`config.mk`:
```
export PLATFORM = sky130hd
export DESIGN_NAME = serial_link_powerdown_seq
export DESIGN_NICKNAME = d
export VERILOG_FILES = /design/src/link_seq_pkg.sv /design/src/serial_link_powerdown_seq.sv
export SDC_FILE = /design/constraint.sdc
export NUM_CORES = 1
export LEC_CHECK = 0
export ABC_AREA = 0
export CORE_MARGIN = 10
export CORE_UTILIZATION = 30
export DETAILED_ROUTE_END_ITERATION = 10
export DONT_BUFFER_PORTS = 1
export GPL_TIMING_DRIVEN = 0
export SLEW_MARGIN = 20
export SYNTH_ARGS = -nofsm -noshare
export SYNTH_HDL_FRONTEND = slang
export SYNTH_SLANG_ARGS = --single-unit
```
`constraint.sdc`:
```
create_clock -name clk -period 11.1 [get_ports clk]
set_input_delay 0 -clock clk [delete_from_list [all_inputs] [get_ports clk]]
set_output_delay 0 -clock clk [all_outputs]
set_load 0.02 [all_outputs]
```
`src/link_seq_pkg.sv`:
```
/*
 * Shared constants and types for the forwarded-clock serial link sequencer:
 * lane geometry, timing counts, sequencer states, synchroniser pins and the
 * whole register state of the block.
 * Assumes a 200 MHz system clock; all link pins are asynchronous to it.
 */
package link_seq_pkg;

    // Link geometry
    localparam int LANES = 4;
    localparam int BITS_PER_LANE = 7;
    localparam int WORD_W = LANES * BITS_PER_LANE;
    localparam logic [2:0] LAST_BIT = 3'h6;
    localparam logic [3:0] RX_FULL = 4'h7;

    // Timing, figures in their own units
    localparam int CLK_NS = 5;
    localparam int STARTUP_NS = 10_000_000;
    localparam int STARTUP_CYCLES = STARTUP_NS / CLK_NS;
    localparam int LOSS_NS = 2560;
    localparam logic [15:0] LOSS_CYCLES = 16'(LOSS_NS / CLK_NS);
    localparam logic [2:0] LOCK_EDGES = 3'h4;

    // Phase accumulator step: one bit slot is one seventh of a period
    localparam logic [16:0] ACC_STEP = 17'h7;

    localparam logic [1:0] FIFO_DEPTH = 2'h2;

    typedef logic [WORD_W-1:0] word_t;

    typedef enum logic [1:0] {
        ST_PD,
        ST_LOCK,
        ST_RUN
    } seq_e;

    typedef struct packed {
        logic pd_n;
        logic tx_clk;
        logic rx_clk;
        logic [LANES-1:0] rx_lane;
    } pins_s;

    typedef struct packed {
        pins_s meta;
        pins_s sync;
        logic tx_clk_d;
        logic rx_clk_d;
        seq_e state;
        logic [21:0] startup;
        logic [2:0] edges;
        logic [15:0] tx_tmr;
        logic [15:0] tx_per;
        logic [16:0] tx_acc;
        logic [2:0] tx_bit;
        word_t tx_word;
        logic [LANES-1:0] lanes;
        logic clk_out;
        word_t buf0;
        word_t buf1;
        logic [1:0] fifo_cnt;
        logic [15:0] rx_tmr;
        logic [15:0] rx_per;
        logic [16:0] rx_acc;
        logic [3:0] rx_bit;
        word_t rx_shift;
        word_t rx_out;
    } state_s;

endpackage

```
`src/serial_link_powerdown_seq.sv`:
```
/*
 * Power-down and clock-start sequencer for a forwarded-clock serial link,
 * with a seven-bit-per-lane serializer fed through a two-entry buffer and
 * a matching deserializer whose outputs obey power-down and clock loss.
 * Assumes the link clocks are far slower than clk (at least 16 clk cycles
 * per link period) and that every link pin is asynchronous to clk.
 */
// How it works
// - Each lane bit lasts one seventh period
// - Release with clock resets, then locks
// - Outputs toggle 10 ms after release
// - Power-down accepted any time, enters idle
// - Receiver holds outputs when clocks stop
// - Receiver outputs low during power-down
`timescale 1ns/1ps

module serial_link_powerdown_seq #(
    parameter int STARTUP_CYCLES = link_seq_pkg::STARTUP_CYCLES
) (
    input wire logic clk,
    input wire logic rstn,
    input wire logic power_down_n,
    input wire logic tx_clock_input,
    input wire logic in_valid,
    output logic in_ready,
    input wire link_seq_pkg::word_t in_data,
    output logic [link_seq_pkg::LANES-1:0] tx_lanes,
    output logic tx_clock_out,
    output logic link_active,
    input wire logic rx_clock_input,
    input wire logic [link_seq_pkg::LANES-1:0] rx_lanes,
    output link_seq_pkg::word_t receiver_data_outputs
);

    link_seq_pkg::state_s r_reg;
    link_seq_pkg::state_s r_next;
    logic tx_rise;
    logic rx_rise;
    logic clk_ok;
    logic tx_strobe;
    logic rx_strobe;
    logic pop;
    logic push;

    // Edge finding on the synchronised link clocks
    assign tx_rise = r_reg.sync.tx_clk & ~r_reg.tx_clk_d;
    assign rx_rise = r_reg.sync.rx_clk & ~r_reg.rx_clk_d;
    assign clk_ok = r_reg.tx_tmr < link_seq_pkg::LOSS_CYCLES;
    assign tx_strobe = (r_reg.tx_acc + link_seq_pkg::ACC_STEP) >= {1'b0, r_reg.tx_per};
    assign rx_strobe = (r_reg.rx_acc + link_seq_pkg::ACC_STEP) >= {1'b0, r_reg.rx_per};

    // Buffer handshake; words are only taken once the link runs
    assign in_ready = (r_reg.state == link_seq_pkg::ST_RUN) &&
        (r_reg.fifo_cnt != link_seq_pkg::FIFO_DEPTH);
    assign push = in_valid & in_ready;
    assign pop = (r_reg.state == link_seq_pkg::ST_RUN) && tx_rise && (r_reg.fifo_cnt != 2'h0);

    assign tx_lanes = r_reg.lanes;
    assign tx_clock_out = r_reg.clk_out;
    assign link_active = (r_reg.state == link_seq_pkg::ST_RUN);
    assign receiver_data_outputs = r_reg.rx_out;

    // Whole next state of the block
    always_comb
    begin
        logic [1:0] c;
        c = r_reg.fifo_cnt;
        r_next = r_reg;
        // Two-stage synchronisers; meta is read only by sync
        r_next.meta = '{pd_n: power_down_n, tx_clk: tx_clock_input,
            rx_clk: rx_clock_input, rx_lane: rx_lanes};
        r_next.sync = r_reg.meta;
        r_next.tx_clk_d = r_reg.sync.tx_clk;
        r_next.rx_clk_d = r_reg.sync.rx_clk;

        // Input clock period measurement, saturating so loss is visible
        if (tx_rise)
        begin
            r_next.tx_tmr = 16'h0;
            // A saturated timer means no valid period yet
            r_next.tx_per = (r_reg.tx_tmr == 16'hffff) ? 16'hffff : 16'(r_reg.tx_tmr + 16'h1);
        end
        else if (r_reg.tx_tmr != 16'hffff)
        begin
            r_next.tx_tmr = 16'(r_reg.tx_tmr + 16'h1);
        end

        // Sequencer
        unique case (r_reg.state)
            link_seq_pkg::ST_PD:
            begin
                // Internal reset of the transmit path on every entry
                r_next.startup = 22'h0;
                r_next.edges = 3'h0;
                r_next.fifo_cnt = 2'h0;
                c = 2'h0;
                if (r_reg.sync.pd_n && clk_ok)
                begin
                    r_next.state = link_seq_pkg::ST_LOCK;
                end
            end
            link_seq_pkg::ST_LOCK:
            begin
                // Delay only runs while the input clock keeps coming
                r_next.startup = 22'(r_reg.startup + 22'h1);
                if (tx_rise && r_reg.edges != link_seq_pkg::LOCK_EDGES)
                begin
                    r_next.edges = 3'(r_reg.edges + 3'h1);
                end
                if (!clk_ok)
                begin
                    r_next.state = link_seq_pkg::ST_PD;
                end
                else if (r_reg.startup >= 22'(STARTUP_CYCLES - 1) &&
                    r_reg.edges == link_seq_pkg::LOCK_EDGES)
                begin
                    r_next.state = link_seq_pkg::ST_RUN;
                end
            end
            link_seq_pkg::ST_RUN:
            begin
                r_next.state = link_seq_pkg::ST_RUN;
            end
        endcase
        // Power-down wins from any state at any time
        if (!r_reg.sync.pd_n)
        begin
            r_next.state = link_seq_pkg::ST_PD;
        end

        // Serializer: word loaded on the clock edge, then seven slots
        if (tx_rise)
        begin
            r_next.tx_word = pop ? r_reg.buf0 : '0;
            r_next.tx_bit = 3'h0;
            r_next.tx_acc = 17'h0;
        end
        else if (tx_strobe && r_reg.tx_bit != link_seq_pkg::LAST_BIT)
        begin
            r_next.tx_bit = 3'(r_reg.tx_bit + 3'h1);
            r_next.tx_acc = 17'(r_reg.tx_acc + link_seq_pkg::ACC_STEP - {1'b0, r_reg.tx_per});
        end
        else if (!tx_strobe)
        begin
            r_next.tx_acc = 17'(r_reg.tx_acc + link_seq_pkg::ACC_STEP);
        end

        // Buffer: pop shifts entry 1 down, push fills the first free slot
        if (pop)
        begin
            r_next.buf0 = r_reg.buf1;
            c = 2'(c - 2'h1);
        end
        if (push)
        begin
            if (c == 2'h0)
            begin
                r_next.buf0 = in_data;
            end
            else
            begin
                r_next.buf1 = in_data;
            end
            c = 2'(c + 2'h1);
        end
        r_next.fifo_cnt = c;

        // Lanes and forwarded clock stay low until the link runs
        for (int l = 0; l < link_seq_pkg::LANES; l++)
        begin
            r_next.lanes[l] = (r_reg.state == link_seq_pkg::ST_RUN) &&
                r_next.tx_word[l * link_seq_pkg::BITS_PER_LANE + int'(r_next.tx_bit)];
        end
        r_next.clk_out = (r_reg.state == link_seq_pkg::ST_RUN) && r_reg.sync.tx_clk;

        // Deserializer: first sample on the cycle after the edge, about one
        // cycle into slot 0, as clock and lanes share one synchroniser delay;
        // starting from zero would land every sample a slot late
        if (rx_rise)
        begin
            r_next.rx_tmr = 16'h0;
            r_next.rx_per = (r_reg.rx_tmr == 16'hffff) ? 16'hffff : 16'(r_reg.rx_tmr + 16'h1);
            r_next.rx_acc = {1'b0, r_reg.rx_tmr};
            r_next.rx_bit = 4'h0;
            if (r_reg.rx_bit == link_seq_pkg::RX_FULL)
            begin
                r_next.rx_out = r_reg.rx_shift;
            end
        end
        else
        begin
            if (r_reg.rx_tmr != 16'hffff)
            begin
                r_next.rx_tmr = 16'(r_reg.rx_tmr + 16'h1);
            end
            if (rx_strobe && r_reg.rx_bit != link_seq_pkg::RX_FULL)
            begin
                for (int l = 0; l < link_seq_pkg::LANES; l++)
                begin
                    r_next.rx_shift[l * link_seq_pkg::BITS_PER_LANE + int'(r_reg.rx_bit)] =
                        r_reg.sync.rx_lane[l];
                end
                r_next.rx_bit = 4'(r_reg.rx_bit + 4'h1);
                r_next.rx_acc = 17'(r_reg.rx_acc + link_seq_pkg::ACC_STEP -
                    {1'b0, r_reg.rx_per});
            end
            else if (!rx_strobe)
            begin
                r_next.rx_acc = 17'(r_reg.rx_acc + link_seq_pkg::ACC_STEP);
            end
        end
        // No edge means no update: outputs hold when clocks stop
        if (!r_reg.sync.pd_n)
        begin
            r_next.rx_out = '0;
        end
    end

    // Single state register, synchronous reset
    always_ff @(posedge clk)
    begin
        if (!rstn)
        begin
            r_reg <= '0;
        end
        else
        begin
            r_reg <= r_next;
        end
    end
endmodule // serial_link_powerdown_seq

```
==> run metrics, run 1 <==
Syn-to-layout area delta=15.3%; cell taking the most area after synthesis=dfxtp_1; Top delay family on crit path=simple AND/OR/NAND/NOR gates; Synth warnings=0; GPL Wtd Cong=0.956; VDD IR max=between 0.1 and 0.15 mV; unrepaired setup endpoints after global routing=no; Syn Nets=2144; total grt overflow=0; cell chain of the critical path=nor3_1, nand3b_1, nor2_1, nand2_1, nor2_1, xor2_1, ha_1, nand4_1, nor2_1, a21oi_1, a21bo_2, o211a_1, o21ai_2, mux2_2, inv_1, ha_1, inv_1, mux4_2, nand2_1, o21ai_0, a2111oi_2; Worst Path Arrival=~5.9 ns; die height=251 um; CP Launch Type=flop; Slew @ Worst Pin=roughly 1.2 ns; register area share after synthesis=0.368; number of routed nets with antenna violations=0; Vias/cell=5.31; first-pass GRT wire length=78.7 mm; core footprint=approximately 53000 um2; # resized after CTS=0; WS Path Type=reg -> reg; FF+latch count, synth=295; total track usage=0.153; hold path start=in_valid; met1 Usage GRT=0.202; # DRC=0; chip width=251 um; Worst path max stage delay=around 0.5 ns; Worst Hold Class=in -> reg; Util after Layout=0.351; Synth top area share=0.368; setup violators final=0; IO Port Bufs=0; crit path max fanout=8; layout cell share with drive strength beyond 1=0.0605; Ports=73; post-synthesis cell count=between 2000 and 2500; r2r startpoint=r_reg[205]; clk sinks=about 300; Final #Nets=about 2200; Setup Skew=0.0173 ns; CTS root buffer=clkbuf_16; Final Critical Period=roughly 5.5 ns; met3 Use GR=0.0337; initial antenna violation count=11; Post-synth EDFFs=0; total negative slack=0 ns; top post-synthesis cells by count=dfxtp_1, nand2_1, nor2_1; die area=between 60000 and 70000 um2; vias in the first global route=between 10000 and 15000; average wire per standard cell=17.6 um; pin count of the biggest net entering global routing=13; hpwl dp=~37 mm; final hold vios=0; met2 usage=0.237; # fillers=5541; final WL=50.1 mm; synthesized area=between 15000 and 20000 um2; reg2reg setup slack=~5.6 ns; Initial Util=0.304; MaxCap Viol Count=0; GR peak layer=met2; Mean Syn Cell Area=between 7 and 8 um2; Lkg Pwr=6.62 nW; PwrDens=~240 nW/um2; worst slack, placed=about 5.7 ns; Clk pin slew, worst setup/hold paths=~0.06 ns; Critical Path Start=r_reg[205]; Hold WS=~0.033 ns; max FFs per register=approximately 230; Longest Clk Path Bufs=3; Relative slew margins=0.190; Main synth FF type=dfxtp_1; required time at the endpoint of the critical path=approximately 12 ns; H-tree Lvls=2; worst-skew pair later-pin latency=approximately 0.55 ns; most frequent cell after synthesis=dfxtp_1; first-pass detailed-route iteration total=6; CTS tree=done; critical path's slowest cell=mux4_2; Slew Viols, Final=0; Via Count=about 15000; Top cell by count, worst path=nor2_1; CP bufs+invs=2; Rows=84; Async S/R FF share, synth=0; kind of end point of the critical path=flop; Unique masters post-synth=between 70 and 80; Final period util=0.494; status=finished, final reports clean; Num CTS Buffers=36; Synth area leaders=dfxtp_1, nand2_1, a21oi_1, nor2_1, ha_1; setup ws final=roughly 5.6 ns; highest clock rate=182 MHz; initial detailed-routing violation count=around 1200
-- tightest hold or removal path, delay by kind of cell --
kind / cells / cell delay, ns
compound gates: 1 / 0.05
buf+inv: 1 / 0.26
simple gates: 2 / 0.21
-- logic make-up after synthesis --
logic type      after synthesis  share of synthesized area
flops                       295                      0.368
xor+xnor                     86                     0.0469
compound gates              526                      0.208
fa+ha+maj                    63                     0.0500
simple gates                767                      0.217
mux                          72                     0.0470
buf+inv                     234                     0.0636
-- metrics by stage --
stage / instances / power [mW] / instance area (um2)
2_1_floorplan: 2043 / 2.70 / 16100
3_3_place_gp: 2731 / 3.13 / 16900
3_5_place_dp: 2731 / 3.16 / 16900
4_1_cts: 2838 / 4.36 / 18500
5_1_grt: 2840 / 4.64 / 18500
6_report: 2840 / 4.36 / 18500
-- power breakdown --
| part | switching [mW] | internal [mW] |
|---|---|---|
| logic | 1.21 | 0.769 |
| clock network | 0.476 | 0.687 |
| registers | 0.0799 | 1.14 |
| total | 1.77 | 2.59 |
-- path summary, 6_finish.rpt --
check	cells after the start	end
max	21	tx_lanes[3]
min reg2reg	1	r_reg[282]
max reg2reg	21	tx_lanes[3]
min	4	r_reg[141]
-- cells in the final DEF (no fill, tap or decap), types with 24 or more instances in the layout --
| cell type | netlist | layout |
|---|---|---|
| xor2_1 | 28 | 28 |
| a22oi_1 | 37 | 37 |
| xnor2_1 | 58 | 58 |
| o211ai_1 | 25 | 25 |
| clkbuf_1 | 112 | 122 |
| buf_4 | 33 | 33 |
| a31oi_1 | 32 | 32 |
| dfxtp_1 | 295 | 295 |
| nand2_1 | 293 | 293 |
| and2_1 | 26 | 26 |
| o21ai_0 | 66 | 66 |
| mux2i_1 | 63 | 63 |
| dlygate4sd3_1 | 0 | 44 |
| nand3_1 | 81 | 81 |
| inv_1 | 75 | 75 |
| a21oi_1 | 200 | 200 |
| ha_1 | 61 | 61 |
| a211oi_1 | 55 | 55 |
| nand4_1 | 26 | 26 |
| clkbuf_16 | 0 | 36 |
| nor2_1 | 204 | 204 |
| a21o_1 | 24 | 24 |
| and3_1 | 31 | 31 |
-- cell type report --
| cell class | count | area [um2] | area share |
|---|---|---|---|
| diodes | 2 | 5.00 | 0.000270 |
| plain buffers | 158 | 736 | 0.0397 |
| clock buffers | 52 | 1020 | 0.0551 |
| clock inverters | 11 | 126 | 0.00683 |
| inverters | 76 | 285 | 0.0154 |
| multi-input cells | 1514 | 9130 | 0.493 |
| flip-flops and latches | 295 | 5910 | 0.319 |
| well taps | 688 | 861 | 0.0465 |
| repair buffers | 44 | 440 | 0.0238 |
-- layer usage --
layer / routed length [um] / part of all wire / vias up
met5: 94 / 0.0019 / -
met4: 1380 / 0.027 / 18
met3: 3640 / 0.073 / 100
met2: 22100 / 0.44 / 492
met1: 22900 / 0.46 / 7161
li1: - / - / 7323
-- repair_timing --
| item | CTS | global route |
|---|---|---|
| endpoints found under the setup margin | 0 | 0 |
| hold buffers | 44 | 0 |
| setup buffers | 0 | 0 |
| endpoints found under the hold margin | 77 | 0 |
Power figures use the tool's default switching activity.
==> run 2: changes to the inputs <==
==> constraint.sdc (replaced) <==
create_clock -name clk -period 4.9 [get_ports clk]
set_input_delay 0 -clock clk [delete_from_list [all_inputs] [get_ports clk]]
set_output_delay 0 -clock clk [all_outputs]
set_load 0.02 [all_outputs]
==> run metrics, run 2 (synthesis gave the netlist of run 1 again) <==
status=finished, final reports clean; core footprint=52800 um2; initial antenna violation count=11; initial detailed-routing violation count=1158; CP Launch Type=flop; setup violators final=0; met1 Usage GRT=0.203; die area=around 63000 um2; Comb pwr share=0.466; layout cell share with drive strength beyond 1=0.0797; Hold Path Stages=4; IO Port Bufs=0; final hold vios=0; crit path max fanout=6; Worst Hold Class=in -> reg; total negative slack=0 ns; met3 Use GR=0.0338; NetSw=between 4 and 5 mW; # fillers=between 5000 and 6000; first-pass detailed-route iteration total=8; cell-internal power=between 6 and 7 mW; met2 usage=0.238; WS Path Type=reg -> reg; clk sinks=slightly below 300; Worst Path Arrival=5.16 ns; hold path start=in_valid; Lkg Pwr=roughly 6.7 nW; # DRC=0; PwrDens=~540 nW/um2; GPL Wtd Cong=about 0.96; storage element area=a little under 6000 um2; Final Critical Period=~4.7 ns; chip width=approximately 250 um; Slew Viols, Final=0; MaxCap Viol Count=0; Final #Nets=approximately 2200; vias in the first global route=approximately 14000; Rows=84; H-tree Lvls=2; CTS root buffer=clkbuf_16; r2r startpoint=r_reg[206]; max FFs per register=225; commonest non-fill, non-tap cells in the layout=dfxtp_1, nand2_1, nor2_1; cells on worst reg2reg path=20; Longest Clk Path Bufs=3; worst-skew pair later-pin latency=roughly 0.55 ns; Setup Skew=approximately 0.021 ns; Slew @ Worst Pin=about 1.2 ns; Num CTS Buffers=36; switching power share of the total=0.405; average wire per standard cell=roughly 18 um; reg2reg setup slack=around 0.20 ns; total grt overflow=0; Final period util=0.960; first-pass GRT wire length=a little under 80 mm; Seq pwr share=0.273; highest clock rate=around 210 MHz; hold endpoint=r_reg[141]; most common cell after layout, fill and taps aside=dfxtp_1; Util after Layout=0.357; VDD IR max=between 0.2 and 0.25 mV; hpwl dp=around 37 mm; Relative slew margins=0.205; RR Endpoint=tx_lanes[3]; area of the multi-input gates=9340 um2; CTS tree=done; Vias/cell=~5.3; Syn-to-layout area delta=17.2%; final WL=50.6 mm; pin count of the biggest net entering global routing=13; Ports=between 70 and 80; Clk pin slew, worst setup/hold paths=about 0.060 ns; Initial Util=0.304; clock share of power=0.260; required time at the endpoint of the critical path=~5.4 ns; die height=~250 um; kind of end point of the critical path=flop; number of routed nets with antenna violations=0; GR peak layer=met2; Via Count=15200; total track usage=0.153
[run 2: worst max path at each step]
stage	startpoint	end	slack, ns
6_report	r_reg[206]	tx_lanes[3]	0.20
4_1_cts	r_reg[203]	tx_lanes[3]	0.02
3_3_place_gp	r_reg[205]	tx_lanes[3]	-0.44
5_1_grt	r_reg[206]	tx_lanes[3]	-0.007
2_1_floorplan	r_reg[203]	tx_lanes[3]	0.34
3_5_place_dp	r_reg[205]	tx_lanes[3]	-0.47
[run 2: metrics by stage]
step                area [um2]  total power, mW  setup slack, ns  hold WS [ns]  instances
detailed placement       16900             7.16           -0.465         0.130       2731
global route             18800             10.8         -0.00694        0.0943       2849
finish                   18800             10.1            0.196        0.0397       2849
CTS                      18600             9.95           0.0177        0.0159       2843
floorplan                16100             6.11            0.337         0.127       2043
global placement         16900             7.09           -0.445         0.130       2731
[run 2: layer usage]
| metal | vias to the layer above | routed length (um) |
|---|---|---|
| li1 | 7342 | - |
| met1 | 7206 | 22900 |
| met2 | 482 | 22400 |
| met3 | 110 | 3730 |
| met4 | 18 | 1460 |
| met5 | - | 94 |
[run 2: worst max-delay path, stage by stage, from the launching register on]
cell and delay, ns:
dfxtp_1 0.44, and4_1 0.29, and3_4 0.26, nand2_1 0.10, xnor2_2 0.26, ha_4 0.26
nand4_1 0.15, nor2_1 0.07, a21oi_1 0.18, a21bo_2 0.28, o21a_1 0.19, a311o_1 0.36
a21oi_2 0.19, buf_6 0.14, clkinvlp_4 0.11, ha_4 0.25, inv_2 0.07, mux4_2 0.49
nand2_1 0.08, o21ai_1 0.08, a2111oi_2 0.35
[run 2: what timing repair did]
item	CTS	global route
cloned	0	0
buffers inserted	5	6
hold endpoints to repair	77	0
hold buffers	44	0
endpoints found under the setup margin	3	50
pin swaps	5	13
resized for setup	18	27
[run 2: final cells by class]
type	count	area share
diodes	2	0.000266
plain buffers	156	0.0390
clock buffers	52	0.0543
clock inverters	11	0.00672
inverters	76	0.0155
multi-input cells	1514	0.497
flip-flops and latches	295	0.314
well taps	688	0.0458
repair buffers	55	0.0278
[run 2: power by group through the flow]
stage	clock, mW	combinational, mW	sequential, mW
2_1_floorplan	0	3.36	2.75
3_3_place_gp	0	4.29	2.80
3_5_place_dp	0	4.36	2.80
4_1_cts	2.71	4.50	2.75
5_1_grt	2.80	5.19	2.79
6_report	2.64	4.73	2.77
==> run 3: changes to the inputs <==
--- a/config.mk
+++ b/config.mk
@@ -7,7 +7,7 @@
 export LEC_CHECK = 0
 export ABC_AREA = 0
 export CORE_MARGIN = 10
-export CORE_UTILIZATION = 30
+export CORE_UTILIZATION = 45
 export DETAILED_ROUTE_END_ITERATION = 10
 export DONT_BUFFER_PORTS = 1
 export GPL_TIMING_DRIVEN = 0
==> run metrics, run 3 (synthesis gave the netlist of run 1 again) <==
die area=approximately 44000 um2; Vias/cell=5.67; Syn-to-layout area delta=14.6%; setup ws final=slightly above 0.1 ns; layout cell share with drive strength beyond 1=0.0728; vias in the first global route=between 10000 and 15000; Longest Clk Path Bufs=3; unrepaired setup endpoints after global routing=yes; Worst path max stage delay=slightly below 0.5 ns; number of routed nets with antenna violations=0; worst slack, placed=-0.460 ns; Hold WS=about 0.12 ns; Final period util=0.979; VDD IR max=approximately 0.37 mV; commonest non-fill, non-tap cells in the layout=dfxtp_1, nand2_1, nor2_1; met3 Use GR=0.0380; Ports=73; first-pass GRT wire length=slightly below 80 mm; clock share of power=0.261; total power=between 9 and 10 mW; total grt overflow=0; cell-internal power=a little under 6 mW; required time at the endpoint of the critical path=5.34 ns; Seq pwr share=0.276; total negative slack=0 ns; Worst Path Arrival=around 5.2 ns; final hold vios=0; worst-skew pair later-pin latency=around 0.55 ns; Lkg Pwr=between 6 and 7 nW; chip width=209 um; die height=~210 um; critical path's slowest cell=mux4_2; H-tree Lvls=2; Initial Util=0.454; pin count of the biggest net entering global routing=14; hpwl dp=about 35 mm; final WL=approximately 48 mm; GR peak layer=met2; setup violators final=0; Slew @ Worst Pin=0.983 ns; switching power share of the total=0.408; first-pass detailed-route iteration total=5; cell chain of the critical path=nor3_1, nand3b_1, nor2_4, nand2_1, nor2_1, xor2_1, ha_1, nand4_1, nor2_1, a21oi_1, a21bo_2, o21a_1, a311o_1, a21oi_2, buf_6, inv_1, ha_1, inv_2, mux4_2, nand2_1, o21ai_1, a2111oi_2; Cell Count, Final, Fillers Out=~2600; # DRC=0; PwrDens=approximately 540 nW/um2; MaxCap Viol Count=0; Via Count=14900; crit path max fanout=4; average wire per standard cell=18.3 um; initial detailed-routing violation count=around 1300; core footprint=approximately 35000 um2; CTS tree=done; Setup Skew=about 0.022 ns; most common cell after layout, fill and taps aside=dfxtp_1; Worst Hold Class=in -> reg; Final Critical Period=approximately 4.8 ns; Final #Nets=approximately 2200; CP Launch Type=flop; status=finished, final reports clean; Rows=69; clk sinks=approximately 300; WS Path Type=reg -> reg; IO Port Bufs=0; max FFs per register=about 230; initial antenna violation count=3; Inst Count DP=between 2000 and 3000; highest clock rate=208 MHz; total track usage=0.211; CTS root buffer=clkbuf_16; GPL Wtd Cong=0.957; met1 Usage GRT=0.284; kind of end point of the critical path=flop; Comb pwr share=0.463; Clk pin slew, worst setup/hold paths=about 0.060 ns; NetSw=about 4.1 mW; Num CTS Buffers=35; met2 usage=0.338; Slew Viols, Final=0; Relative slew margins=0.342
==> run 3: repair_timing <==
action / CTS / global route
setup buffers: 5 / 2
setup endpoints to repair: 3 / 53
resized for setup: 14 / 12
gates cloned: 0 / 0
endpoints found under the hold margin: 75 / 0
hold buffers: 45 / 0
pin swaps: 6 / 6
==> run 3: routing by layer <==
metal	wire, um	vias up
met5	0	-
met4	1170	0
met3	2730	76
met2	21500	421
met1	22500	6999
li1	-	7356
==> run 3: final cells by class <==
| cell class | count | area [um2] |
|---|---|---|
| diodes | 3 | 7.51 |
| plain buffers | 156 | 732 |
| clock buffers | 50 | 1010 |
| clock inverters | 13 | 141 |
| fillers | 3453 | 17000 |
| inverters | 76 | 285 |
| multi-input cells | 1514 | 9230 |
| flip-flops and latches | 295 | 5910 |
| well taps | 461 | 577 |
| repair buffers | 52 | 503 |
==> run 3: critical path, delay by kind of cell (launching register included) <==
kind                       cells  cell delay [ns]
AOI/OAI and AO/OA              7             1.59
and+or+nand+nor                8             1.04
adders and majority gates      2             0.64
muxes                          1             0.49
DFF                            1             0.36
buffers and inverters          3             0.29
xor gates and xnor gates       1             0.29
==> run 3: final timing paths <==
path | startpoint | to | slack (ns) | depth (start not counted)
min | rx_lanes[1] | r_next[282] | 0.12 | 2
min reg2reg | r_next[282] | r_reg[282] | 0.42 | 1
max | r_reg[203] | tx_lanes[3] | 0.10 | 22
max reg2reg | r_reg[203] | tx_lanes[3] | 0.10 | 22
==> run 3: stage by stage <==
| stage | util | cell area [um2] |
|---|---|---|
| 4_1_cts | 0.518 | 18300 |
| 3_5_place_dp | 0.470 | 16600 |
| 3_3_place_gp | 0.470 | 16600 |
| 6_report | 0.520 | 18400 |
| 5_1_grt | 0.520 | 18400 |
| 2_1_floorplan | - | 16100 |
==> run 3: power by group through the flow <==
stage               Sequential (mW)  Combinational [mW]  Clock, mW
floorplan                      2.75                3.36          0
finish                         2.76                4.63       2.60
CTS                            2.75                4.50       2.66
global route                   2.78                5.09       2.75
global placement               2.80                4.31          0
detailed placement             2.80                4.36          0
